### src/gpib_pkg.sv
// constants, state types and timing for the instrument bus port
// Behaviour
// - attention low means command, high means data
// - data lines inverted, low is one
// - assert data valid only after settle, ready
// - release not-ready only when able to take
// - release not-accepted only after byte latched
// - end line marks last data byte
// - end with attention low requests poll
// - interface clear halts, unaddresses, stops serial poll
// - remote enable low means remote operation
// - service request held low while needed
package gpib_pkg;
  // ---------------------------------------------------------------
  // widths and timing
  // ---------------------------------------------------------------
  localparam int DATA_W = 8;
  localparam int RX_W = DATA_W + 2;
  localparam int PIN_W = DATA_W + 7;
  localparam int CLK_PERIOD_NS = 10;
  localparam int SETTLE_NS = 100;
  localparam int SETTLE_CYC = (SETTLE_NS + CLK_PERIOD_NS - 1) / CLK_PERIOD_NS;
  localparam int CNT_W = 5;
  localparam logic [CNT_W-1:0] SETTLE_LD = CNT_W'(SETTLE_CYC);
  // positions of the synchronised pins
  localparam int P_DAV = DATA_W;
  localparam int P_NRFD = DATA_W + 1;
  localparam int P_NDAC = DATA_W + 2;
  localparam int P_EOI = DATA_W + 3;
  localparam int P_ATN = DATA_W + 4;
  localparam int P_IFC = DATA_W + 5;
  localparam int P_REN = DATA_W + 6;
  // ---------------------------------------------------------------
  // state machines
  // ---------------------------------------------------------------
  typedef enum logic [1:0] {A_IDLE, A_READY, A_ACK, A_DONE} acc_t;
  typedef enum logic [1:0] {S_IDLE, S_SET, S_DAV, S_REL} src_t;
endpackage : gpib_pkg

### src/pin_sync.sv
// two-flop synchroniser for the bus pin inputs
`timescale 1ns/100ps
`default_nettype none
module pin_sync #(
  parameter int W = 15,
  parameter logic [W-1:0] INIT = '1
) (
  // clock and reset
  input wire logic clk,
  input wire logic nrst,
  // pins in, stable copy out
  input wire logic [W-1:0] d,
  output logic [W-1:0] q
);
  typedef struct packed {
    logic [W-1:0] meta;
    logic [W-1:0] stab;
  } sync_t;
  sync_t s_reg;
  sync_t s_next;

  initial begin
    if (W < 1) $error("pin_sync width must be positive");
  end

  // first stage is read only by the second stage
  always_comb begin
    s_next.meta = d;
    s_next.stab = s_reg.meta;
  end

  // idle bus lines float high, so reset to all ones
  always_ff @(posedge clk or negedge nrst) begin
    if (!nrst) begin
      s_reg <= {INIT, INIT};
    end else begin
      s_reg <= s_next;
    end
  end

  assign q = s_reg.stab;
endmodule : pin_sync
`default_nettype wire

### src/two_entry_buf.sv
// two-entry buffer with registered out_data and out_valid, in_ready decoded from the count, and valid/ready on both sides
`timescale 1ns/100ps
`default_nettype none
module two_entry_buf #(
  parameter int W = 10
) (
  // clock and reset
  input wire logic clk,
  input wire logic nrst,
  // filling side
  input wire logic [W-1:0] in_data,
  input wire logic in_valid,
  output logic in_ready,
  // draining side
  output logic [W-1:0] out_data,
  output logic out_valid,
  input wire logic out_ready
);
  typedef struct packed {
    logic [W-1:0] head;
    logic [W-1:0] tail;
    logic [1:0] cnt;
    logic vld;
  } buf_t;
  buf_t b_reg;
  buf_t b_next;
  logic push;
  logic pop;

  initial begin
    if (W < 1) $error("two_entry_buf width must be positive");
  end

  // head feeds the output; tail catches a word while the head stalls
  always_comb begin
    b_next = b_reg;
    push = in_valid && (b_reg.cnt != 2'h2);
    pop = out_ready && (b_reg.cnt != 2'h0);
    if (pop) begin
      b_next.head = b_reg.tail;
    end
    if (push) begin
      if (b_reg.cnt == 2'h0 || (pop && b_reg.cnt == 2'h1)) begin
        b_next.head = in_data;
      end else begin
        b_next.tail = in_data;
      end
    end
    b_next.cnt = b_reg.cnt + {1'b0, push} - {1'b0, pop};
    // valid kept in its own flop so the output is never a decode of the count
    b_next.vld = (b_next.cnt != 2'h0);
  end

  always_ff @(posedge clk or negedge nrst) begin
    if (!nrst) begin
      b_reg <= '0;
    end else begin
      b_reg <= b_next;
    end
  end

  assign in_ready = (b_reg.cnt != 2'h2);
  assign out_valid = b_reg.vld;
  assign out_data = b_reg.head;
endmodule : two_entry_buf
`default_nettype wire

### src/gpib_instrument_port.sv
// instrument bus port: acceptor, source and management lines
`timescale 1ns/100ps
`default_nettype none
module gpib_instrument_port (
  // clock and reset
  input wire logic clk,
  input wire logic nrst,
  // data lines, open drain, inverted
  input wire logic [7:0] dio_in,
  output logic [7:0] dio_out,
  output logic [7:0] dio_oe_n,
  // handshake lines, open drain
  input wire logic dav_n_in,
  output logic dav_n_out,
  output logic dav_oe_n,
  input wire logic nrfd_n_in,
  output logic nrfd_n_out,
  output logic nrfd_oe_n,
  input wire logic ndac_n_in,
  output logic ndac_n_out,
  output logic ndac_oe_n,
  // end or identify, open drain
  input wire logic eoi_n_in,
  output logic eoi_n_out,
  output logic eoi_oe_n,
  // management lines
  input wire logic atn_n_in,
  input wire logic ifc_n_in,
  input wire logic ren_n_in,
  output logic srq_n_out,
  output logic srq_oe_n,
  // received bytes
  output logic [7:0] rx_data,
  output logic rx_cmd,
  output logic rx_end,
  output logic rx_valid,
  input wire logic rx_ready,
  // bytes to send
  input wire logic [7:0] tx_data,
  input wire logic tx_end,
  input wire logic tx_valid,
  output logic tx_ready,
  // addressing and status
  input wire logic set_listen,
  input wire logic set_talk,
  input wire logic set_spoll,
  input wire logic clr_addr,
  input wire logic srq_req,
  output logic listening,
  output logic talking,
  output logic spoll_on,
  output logic remote,
  output logic ppoll_req,
  output logic ifc_active
);
  // ---------------------------------------------------------------
  // state
  // ---------------------------------------------------------------
  typedef struct packed {
    gpib_pkg::acc_t acc;
    gpib_pkg::src_t src;
    logic [gpib_pkg::CNT_W-1:0] cnt;
    logic lsn;
    logic tlk;
    logic spl;
    logic rem;
    logic ppr;
    logic ifca;
    logic txr;
    logic [gpib_pkg::RX_W-1:0] lat;
    logic push;
    logic drv;
    logic nrfd_oe_n;
    logic ndac_oe_n;
    logic dav_oe_n;
    logic eoi_oe_n;
    logic srq_oe_n;
    logic [7:0] dio_oe_n;
  } st_t;
  st_t r_reg;
  st_t r_next;

  logic [gpib_pkg::PIN_W-1:0] pins;
  logic [gpib_pkg::PIN_W-1:0] pin_h;
  logic [7:0] dio_h;
  logic dav_h;
  logic nrfd_h;
  logic ndac_h;
  logic eoi_h;
  logic atn_h;
  logic ifc_h;
  logic ren_h;
  logic part;
  logic [gpib_pkg::RX_W-1:0] rx_word;
  logic buf_in_ready;

  // ---------------------------------------------------------------
  // pin synchronisers and receive buffer
  // ---------------------------------------------------------------
  assign pins = {ren_n_in, ifc_n_in, atn_n_in, eoi_n_in, ndac_n_in,
                 nrfd_n_in, dav_n_in, dio_in};

  pin_sync #(.W(gpib_pkg::PIN_W), .INIT('1)) u_sync (
    .clk(clk),
    .nrst(nrst),
    .d(pins),
    .q(pin_h)
  );

  assign dio_h = pin_h[7:0];
  assign dav_h = pin_h[gpib_pkg::P_DAV];
  assign nrfd_h = pin_h[gpib_pkg::P_NRFD];
  assign ndac_h = pin_h[gpib_pkg::P_NDAC];
  assign eoi_h = pin_h[gpib_pkg::P_EOI];
  assign atn_h = pin_h[gpib_pkg::P_ATN];
  assign ifc_h = pin_h[gpib_pkg::P_IFC];
  assign ren_h = pin_h[gpib_pkg::P_REN];

  // a stalled reader fills the buffer, which then holds the bus off
  two_entry_buf #(.W(gpib_pkg::RX_W)) u_rxbuf (
    .clk(clk),
    .nrst(nrst),
    .in_data(r_reg.lat),
    .in_valid(r_reg.push),
    .in_ready(buf_in_ready),
    .out_data(rx_word),
    .out_valid(rx_valid),
    .out_ready(rx_ready)
  );

  // every device takes commands; data only when addressed to listen
  assign part = !atn_h || r_reg.lsn;

  // ---------------------------------------------------------------
  // next state
  // ---------------------------------------------------------------
  always_comb begin
    r_next = r_reg;
    r_next.push = 1'b0;
    r_next.drv = 1'b0;
    // management lines are plain levels, sampled every cycle
    r_next.rem = !ren_h;
    r_next.ppr = !atn_h && !eoi_h;
    r_next.srq_oe_n = !srq_req;
    r_next.ifca = !ifc_h;
    // addressing: talk and listen exclude each other
    if (clr_addr) begin
      r_next.lsn = 1'b0;
      r_next.tlk = 1'b0;
    end else if (set_listen) begin
      r_next.lsn = 1'b1;
      r_next.tlk = 1'b0;
    end else if (set_talk) begin
      r_next.tlk = 1'b1;
      r_next.lsn = 1'b0;
    end
    if (set_spoll) begin
      r_next.spl = 1'b1;
    end
    // acceptor handshake
    case (r_reg.acc)
      gpib_pkg::A_IDLE: begin
        r_next.nrfd_oe_n = !part;
        r_next.ndac_oe_n = !part;
        if (part && buf_in_ready && dav_h) begin
          r_next.nrfd_oe_n = 1'b1;
          r_next.acc = gpib_pkg::A_READY;
        end
      end
      gpib_pkg::A_READY: begin
        if (!part) begin
          r_next.acc = gpib_pkg::A_IDLE;
        end else if (!dav_h) begin
          // lines are low-true: invert to get the byte
          r_next.lat = {!atn_h, !eoi_h, ~dio_h};
          r_next.push = 1'b1;
          r_next.nrfd_oe_n = 1'b0;
          r_next.acc = gpib_pkg::A_ACK;
        end
      end
      gpib_pkg::A_ACK: begin
        r_next.ndac_oe_n = 1'b1;
        r_next.acc = gpib_pkg::A_DONE;
      end
      gpib_pkg::A_DONE: begin
        if (dav_h) begin
          r_next.ndac_oe_n = 1'b0;
          r_next.acc = gpib_pkg::A_IDLE;
        end
      end
      default: begin
        r_next.acc = gpib_pkg::A_IDLE;
      end
    endcase
    // source handshake; the attention line is never driven here
    r_next.txr = 1'b0;
    case (r_reg.src)
      gpib_pkg::S_IDLE: begin
        r_next.txr = r_reg.tlk && atn_h && ifc_h;
        if (tx_valid && r_reg.txr) begin
          r_next.txr = 1'b0;
          r_next.dio_oe_n = ~tx_data;
          r_next.eoi_oe_n = !tx_end;
          r_next.cnt = gpib_pkg::SETTLE_LD;
          r_next.src = gpib_pkg::S_SET;
        end
      end
      gpib_pkg::S_SET: begin
        if (!atn_h) begin
          // controller took the bus back: drop the byte
          r_next.dio_oe_n = 8'hFF;
          r_next.eoi_oe_n = 1'b1;
          r_next.src = gpib_pkg::S_IDLE;
        end else if (r_reg.cnt != '0) begin
          r_next.cnt = r_reg.cnt - 1'b1;
        end else if (nrfd_h) begin
          r_next.dav_oe_n = 1'b0;
          r_next.src = gpib_pkg::S_DAV;
        end
      end
      gpib_pkg::S_DAV: begin
        if (ndac_h) begin
          r_next.dav_oe_n = 1'b1;
          r_next.cnt = gpib_pkg::SETTLE_LD;
          r_next.src = gpib_pkg::S_REL;
        end
      end
      gpib_pkg::S_REL: begin
        // data held a settle time past valid going away
        if (r_reg.cnt != '0) begin
          r_next.cnt = r_reg.cnt - 1'b1;
        end else begin
          r_next.dio_oe_n = 8'hFF;
          r_next.eoi_oe_n = 1'b1;
          r_next.src = gpib_pkg::S_IDLE;
        end
      end
      default: begin
        r_next.src = gpib_pkg::S_IDLE;
      end
    endcase
    // interface clear overrides addressing and both handshakes and frees every line except service request
    if (!ifc_h) begin
      r_next.lsn = 1'b0;
      r_next.tlk = 1'b0;
      r_next.spl = 1'b0;
      r_next.txr = 1'b0;
      r_next.push = 1'b0;
      r_next.acc = gpib_pkg::A_IDLE;
      r_next.src = gpib_pkg::S_IDLE;
      r_next.nrfd_oe_n = 1'b1;
      r_next.ndac_oe_n = 1'b1;
      r_next.dav_oe_n = 1'b1;
      r_next.eoi_oe_n = 1'b1;
      r_next.dio_oe_n = 8'hFF;
    end
  end

  // reset leaves the bus released and the port unaddressed
  always_ff @(posedge clk or negedge nrst) begin
    if (!nrst) begin
      r_reg <= '{acc: gpib_pkg::A_IDLE, src: gpib_pkg::S_IDLE,
                 nrfd_oe_n: 1'b1, ndac_oe_n: 1'b1, dav_oe_n: 1'b1,
                 eoi_oe_n: 1'b1, srq_oe_n: 1'b1, dio_oe_n: 8'hFF,
                 default: '0};
    end else begin
      r_reg <= r_next;
    end
  end

  // ---------------------------------------------------------------
  // outputs
  // ---------------------------------------------------------------
  assign dio_out = {8{r_reg.drv}};
  assign dio_oe_n = r_reg.dio_oe_n;
  assign dav_n_out = r_reg.drv;
  assign dav_oe_n = r_reg.dav_oe_n;
  assign nrfd_n_out = r_reg.drv;
  assign nrfd_oe_n = r_reg.nrfd_oe_n;
  assign ndac_n_out = r_reg.drv;
  assign ndac_oe_n = r_reg.ndac_oe_n;
  assign eoi_n_out = r_reg.drv;
  assign eoi_oe_n = r_reg.eoi_oe_n;
  assign srq_n_out = r_reg.drv;
  assign srq_oe_n = r_reg.srq_oe_n;
  assign rx_data = rx_word[7:0];
  assign rx_end = rx_word[8];
  assign rx_cmd = rx_word[9];
  assign tx_ready = r_reg.txr;
  assign listening = r_reg.lsn;
  assign talking = r_reg.tlk;
  assign spoll_on = r_reg.spl;
  assign remote = r_reg.rem;
  assign ppoll_req = r_reg.ppr;
  assign ifc_active = r_reg.ifca;
endmodule : gpib_instrument_port
`default_nettype wire

### config.mk
export PLATFORM = sky130hd
export DESIGN_NAME = gpib_instrument_port
export DESIGN_NICKNAME = d
export VERILOG_FILES = /design/src/gpib_pkg.sv /design/src/pin_sync.sv /design/src/two_entry_buf.sv /design/src/gpib_instrument_port.sv
export SDC_FILE = /design/constraint.sdc
export NUM_CORES = 1
export LEC_CHECK = 0
export ABC_AREA = 1
export ABC_CLOCK_PERIOD_IN_PS = 2300
export BUFFER_PORTS_ARGS = -buffer_cell sky130_fd_sc_hd__buf_2
export CORE_MARGIN = 2
export CORE_UTILIZATION = 35
export CTS_CLUSTER_DIAMETER = 50
export CTS_CLUSTER_SIZE = 30
export DETAILED_ROUTE_END_ITERATION = 8
export PLACE_DENSITY = 0.55
export SLEW_MARGIN = 15
export SYNTH_ARGS = -nofsm -noshare
export SYNTH_HDL_FRONTEND = slang
export SYNTH_SLANG_ARGS = --single-unit
### constraint.sdc
create_clock -name clk -period 2.3 [get_ports clk]
set_input_delay 0 -clock clk [delete_from_list [all_inputs] [get_ports clk]]
set_output_delay 0 -clock clk [all_outputs]
set_load 0.01 [all_outputs]
==> impl_metrics.tcl, run 1 <==
set metrics [dict create \
    stdcell_count 638 \
    diodes 0 \
    drtAntennaViolNets 0 \
    grt_pass1_vias 2897 \
    num_rows 39 \
    drive_gt1_share_pct 31.1 \
    final_util_pct 43.5 \
    hold_buffers 31 \
    clkLatencyLatePin_ps 340 \
    cp-start-kind "flop" \
    cts-root-buf "clkbuf_16" \
    relSlewSlack_pct 58.5 \
    synth_warnings 0 \
    setup_viol 0 \
    fin_tns_setup_ps 0 \
    area_growth_pct 22.4 \
    finClkSkew_ps 8.62 \
    powerDensity_nw_per_um2 1120 \
    start_util_pct 35.6 \
    avgSynthCellArea_um2 9.87 \
    hold_violations 0 \
    place_congestion 0.802 \
    ir_drop_uv 346 \
    via_count 2815 \
    post-dp-hpwl_um 5090 \
    drv_slew 0 \
    grt_pass1_wl_um 13400 \
    post_cts_buffers 0 \
    power_leakage_uw 0.00240 \
    placed_cells 591 \
    crit_required_ps 2520 \
    layout_commonest_cell "nand2_1" \
    netlist_area_um2 4030 \
    core_area_um2 11300 \
    stdcell_area_um2 4930 \
    cts_sinks 93 \
    yosys-top-cells-area "dfrtp_1 (31%), dfstp_2 (28%), nand2_1 (7.4%)" \
    hp-class "input port to flop" \
    grt_usage_pct 13.3 \
    status "finished clean" \
    antenna_found_initial 0 \
    cts_resized 0 \
    drt_wl_total_um 7680 \
    drc 0 \
    synth_cell_type_count 35 \
    cts_buffers 9 \
    path_max_fanout 11 \
    fmax_mhz 500 \
    grt_max_degree 44 \
    crit_path_max_incr_delay_ps 370 \
    dieWidth_um 111 \
    crit_path_top_delay_cell "dfrtp_1" \
    path_class "flop to flop" \
    largest_register_ffs 20 \
    timing.final.crit_period_ps 2000 \
    synth_area_leader_cell "dfrtp_1" \
    synth_top_area_share_pct 31.1 \
    drtIter0Drc 121 \
    die_h_um 111 \
    path_clk_slew_ps 70 \
    mostFrequentLayoutCells "nand2_1 (79), buf_2 (62), dfrtp_1 (50)" \
    worstMarginPinSlew_ps 621 \
    portBuffers 63 \
    grt.overflow.total 0 \
    via_per_inst 4.41 \
    syn_inst 408 \
    dr.pass1.iters 4 \
    dpl-instance-area_um2 4320 \
    ys_ff_latch 93 \
    ios 77 \
    rsz0062_at_grt "false" \
    maxCapViolations 0 \
    final_nets 531 \
    htree_levels 3 \
    cp_cell_sequence "inv_1 -> nand2_1 -> nand2_1 -> inv_2 -> ha_1 -> inv_1 -> ha_1 -> xnor2_1 -> xor2_1 -> or2_2" \
    end_kind "flop" \
    die_area_um2 12400 \
    finalCritPeriodShare_pct 87.0 \
    clk_path_buf_depth 2 \
    ys_seq_area_share_pct 59.1 \
    worstPathArrival_ps 2230 \
    cts_tree "done" \
    post_drt_wl_per_cell_um 12.0 \
]
[metal layers]
layer | global-route usage (%) | share of wire (%) | routed length (um)
met1 | 17.7 | 48 | 3660
met2 | 20.8 | 47 | 3590
met3 | 3.72 | 4.2 | 321
met4 | 5.27 | 1.4 | 110
met5 | 0 | 0 | 0
[final timing paths]
kind,from,end,slack (ps),cells past startpoint
max reg2reg,u_rxbuf.b_reg[1],u_rxbuf.out_valid,300,10
min in group asynchronous,nrst,remote,180,2
min,tx_valid,tx_ready,20,4
min reg2reg,u_sync.s_next[0],u_sync.q[0],360,0
max in group asynchronous,nrst,u_sync.q[6],1400,3
max,u_rxbuf.b_reg[1],u_rxbuf.out_valid,300,10
[logic make-up (layout without fill, tap and decap cells)]
| logic type | after synthesis | in the layout | synth area share, % |
|---|---|---|---|
| and+or+nand+nor | 144 | 144 | 15.8 |
| adders and majority gates | 8 | 8 | 2.49 |
| other | 1 | 13 | 0.0931 |
| buffers and inverters | 94 | 169 | 12.0 |
| xor gates and xnor gates | 3 | 3 | 0.653 |
| DFF | 93 | 93 | 59.1 |
| AOI/OAI and AO/OA | 65 | 65 | 9.79 |
[final cells by class]
| class | instances | area, um2 |
|---|---|---|
| clock buffers | 11 | 254 |
| clock inverters | 5 | 38.8 |
| fillers | 1093 | 6390 |
| inverters | 54 | 203 |
| multi-input cells | 233 | 1210 |
| flip-flops and latches | 93 | 2380 |
| well taps | 143 | 179 |
| repair buffers | 99 | 666 |
[cell usage after synthesis (all sizes together)]
library cell and n:
nand2 82, inv 53, dfrtp 50, dfstp 43
o21ai 41, buf 38, nor2 36, nand3 17
ha 8, a21oi 7, a31oi 6, o22ai 6
nand4 4, nor3 4, a21boi 2, clkbuf 2
xor2 2, a2111oi 1, a31o 1, clkinv 1
conb 1, o211ai 1, or2 1, xnor2 1
[stage by stage]
| stage | worst slack [ps] | power (uW) | hold WS, ps |
|---|---|---|---|
| 3_5_place_dp | 308 | 4070 | 22.7 |
| 4_1_cts | 293 | 5600 | 8.42 |
| 3_3_place_gp | 408 | 4020 | 19.7 |
| 5_1_grt | 181 | 5950 | 38.8 |
| 6_report | 299 | 5520 | 19.1 |
| 2_1_floorplan | 378 | 3770 | -296 |
[critical path: cells and delay by family (launching register included)]
kind / cells / cell delay (ps)
buffers and inverters: 3 / 260
xor gates and xnor gates: 2 / 300
adders and majority gates: 2 / 470
DFF: 1 / 370
and+or+nand+nor: 3 / 500
[report_power, final]
group | switching, uW | internal [uW] | total, uW
combinational | 985 | 659 | 1640
clock | 635 | 807 | 1440
sequential | 266 | 2170 | 2430
Note: power is estimated with default switching activity, not from simulation.
==> run 2, diff against run 1 <==
--- a/config.mk
+++ b/config.mk
@@ -5,7 +5,6 @@
 export SDC_FILE = /design/constraint.sdc
 export NUM_CORES = 1
 export LEC_CHECK = 0
-export ABC_AREA = 1
 export ABC_CLOCK_PERIOD_IN_PS = 2300
 export BUFFER_PORTS_ARGS = -buffer_cell sky130_fd_sc_hd__buf_2
 export CORE_MARGIN = 2
==> run 2 against run 1 <==
Synthesized cell count down 22%. Via count down 11%. Cell count down 13%. Sequential power down 11%. Clock-buffer cell count down 1. Flip-flop and latch count unchanged. Highest routed layer unchanged. Synthesized area down 4.5%. Largest power group unchanged. Die area down 4.4%. Critical path depth down 3. Fmax down 4.8%.
==> impl_metrics.tcl, run 2 <==
set metrics [dict create \
    status "finished clean" \
    layout_commonest_cell "buf_2" \
    powerDensity_nw_per_um2 857 \
    synth_edf_count 0 \
    grt_usage_pct 13.1 \
    setup_viol 0 \
    drv_slew 0 \
    yosys_most_used_dff "dfrtp_1" \
    n_fill_cell 1005 \
    worstPathArrival_ps 2390 \
    synth_common_cells "dfrtp_1 (50), dfstp_2 (43), buf_4 (30), nand2_1 (30), o21ai_0 (30)" \
    drt_wl_total_um 7070 \
    cts-root-buf "clkbuf_8" \
    htree_levels 3 \
    maxCapViolations 0 \
    end_kind "flop" \
    die_area_um2 11800 \
    dieWidth_um 109 \
    finClkSkew_ps 12.7 \
    post-dp-hpwl_um 4630 \
    synth_cell_type_count 49 \
    finalCritPeriodShare_pct 91.4 \
    hold_slack_ps 156 \
    cp-startpoint "r_reg[32]" \
    grt_pass1_wl_um 11900 \
    start_util_pct 35.6 \
    timing.final.crit_period_ps 2100 \
    drc 0 \
    path_max_fanout 18 \
    num_rows 38 \
    ys_ff_latch 93 \
    synth_most_common_cell "dfrtp_1" \
    drtAntennaViolNets 0 \
    netlist_area_um2 3840 \
    synthArstFlopShare_pct 100 \
    fmax_mhz 476 \
    syn_inst 320 \
    relSlewSlack_pct 63.6 \
    core_area_um2 10800 \
    grt.overflow.total 0 \
    grt_pass1_vias 2447 \
    ys_seq_area_share_pct 61.9 \
    yosys-top-cells-area "dfrtp_1 (33%), dfstp_2 (29%), buf_4 (5.9%)" \
    drive_gt1_share_pct 36.0 \
    via_count 2514 \
    synth_area_leader_cell "dfrtp_1" \
    portBuffers 63 \
    timing.rr.start "r_reg[32]" \
    hp-class "input port to async pin" \
    drtIter0Drc 102 \
    cp-start-kind "flop" \
    ios 77 \
    synth_warnings 0 \
    cts_sinks 93 \
    antenna_found_initial 0 \
    place_congestion 0.696 \
    area_growth_pct 22.4 \
    path_class "flop to flop" \
    clk_path_buf_depth 2 \
    cts_tree "done" \
    mostFrequentLayoutCells "buf_2 (62), dfrtp_1 (50), dfstp_2 (43)" \
    clkLatencyLatePin_ps 370 \
    worstMarginPinSlew_ps 546 \
    diodes 0 \
    crit_required_ps 2580 \
    hold_violations 0 \
    final_nets 450 \
    dr.pass1.iters 4 \
    synth_top_area_share_pct 32.6 \
    via_per_inst 4.54 \
    power_leakage_uw 0.00218 \
    die_h_um 109 \
    cts_buffers 9 \
    largest_register_ffs 20 \
    rsz0062_at_grt "false" \
    avgSynthCellArea_um2 12.0 \
    post_drt_wl_per_cell_um 12.8 \
    path_clk_slew_ps 90 \
    fin_tns_setup_ps 0 \
    ir_drop_uv 305 \
    grt_max_degree 52 \
]
run 2: per-layer routing:
layer / GRT usage (%) / up-vias / share of wire [%]
met4: 6.96 / 0 / 2.3
li1: - / 1241 / -
met1: 17.2 / 1197 / 46
met3: 3.11 / 12 / 4.8
met2: 20.2 / 64 / 46
met5: 0 / - / 0
run 2: cells by family (layout without fill, tap and decap cells):
group / Yosys count / in the layout / share of synthesized area (%)
other: 1 / 13 / 0.0976
and+or+nand+nor: 77 / 77 / 9.67
muxes: 21 / 21 / 5.79
adders and majority gates: 8 / 8 / 2.60
DFF: 93 / 93 / 61.9
xor gates and xnor gates: 2 / 2 / 0.456
buffers and inverters: 51 / 133 / 8.14
AOI/OAI and AO/OA: 67 / 67 / 11.3
run 2: final timing paths:
kind | end | slack [ps] | cells after the start
worst max-delay path | dio_oe_n[2] | 200 | 7
worst min-delay path | remote | 160 | 2
worst max register to register | dio_oe_n[2] | 200 | 7
worst min register to register | u_sync.q[5] | 360 | 0
max in group asynchronous | u_sync.s_next[4] | 1430 | 3
min in group clk | u_rxbuf.out_data[0] | 240 | 5
run 2: area by class of cell:
| type | instances | area [um2] | area share (%) |
|---|---|---|---|
| clock inverters | 6 | 46.3 | 0.984 |
| multi-input cells | 188 | 1200 | 25.6 |
| clock buffers | 10 | 128 | 2.71 |
| flip-flops and latches | 93 | 2380 | 50.6 |
| well taps | 140 | 175 | 3.72 |
| repair buffers | 104 | 722 | 15.3 |
| inverters | 13 | 48.8 | 1.04 |
run 2: power by group:
group	switching [uW]	internal, uW
combinational	438	428
clock	596	401
sequential	212	1960
run 2: timing repair:
item | CTS | global route
endpoints found under the hold margin | 71 | 0
setup buffers | 0 | 0
gates resized for setup | 0 | 2
hold buffers | 32 | 0
setup endpoints to repair | 0 | 6
run 2: per-stage QoR:
stage               worst slack, ps  cell area [um2]  power, uW  std cells  utilization [%]
CTS                             103             4700       4080        554             43.5
global route                   17.5             4700       4310        554             43.6
detailed placement              117             4200       3030        506             38.9
floorplan                       135             3890       2780        332                -
global placement                237             4200       3000        506             38.9
finish                          197             4700       4030        554             43.6
run 2: critical path, cell delays in order, from the launching register on:
cell	delay [ps]
dfrtp_1	420
inv_1	70
ha_1	190
or4b_4	500
a2111oi_4	380
buf_6	220
nor3_1	60
a31oi_1	180
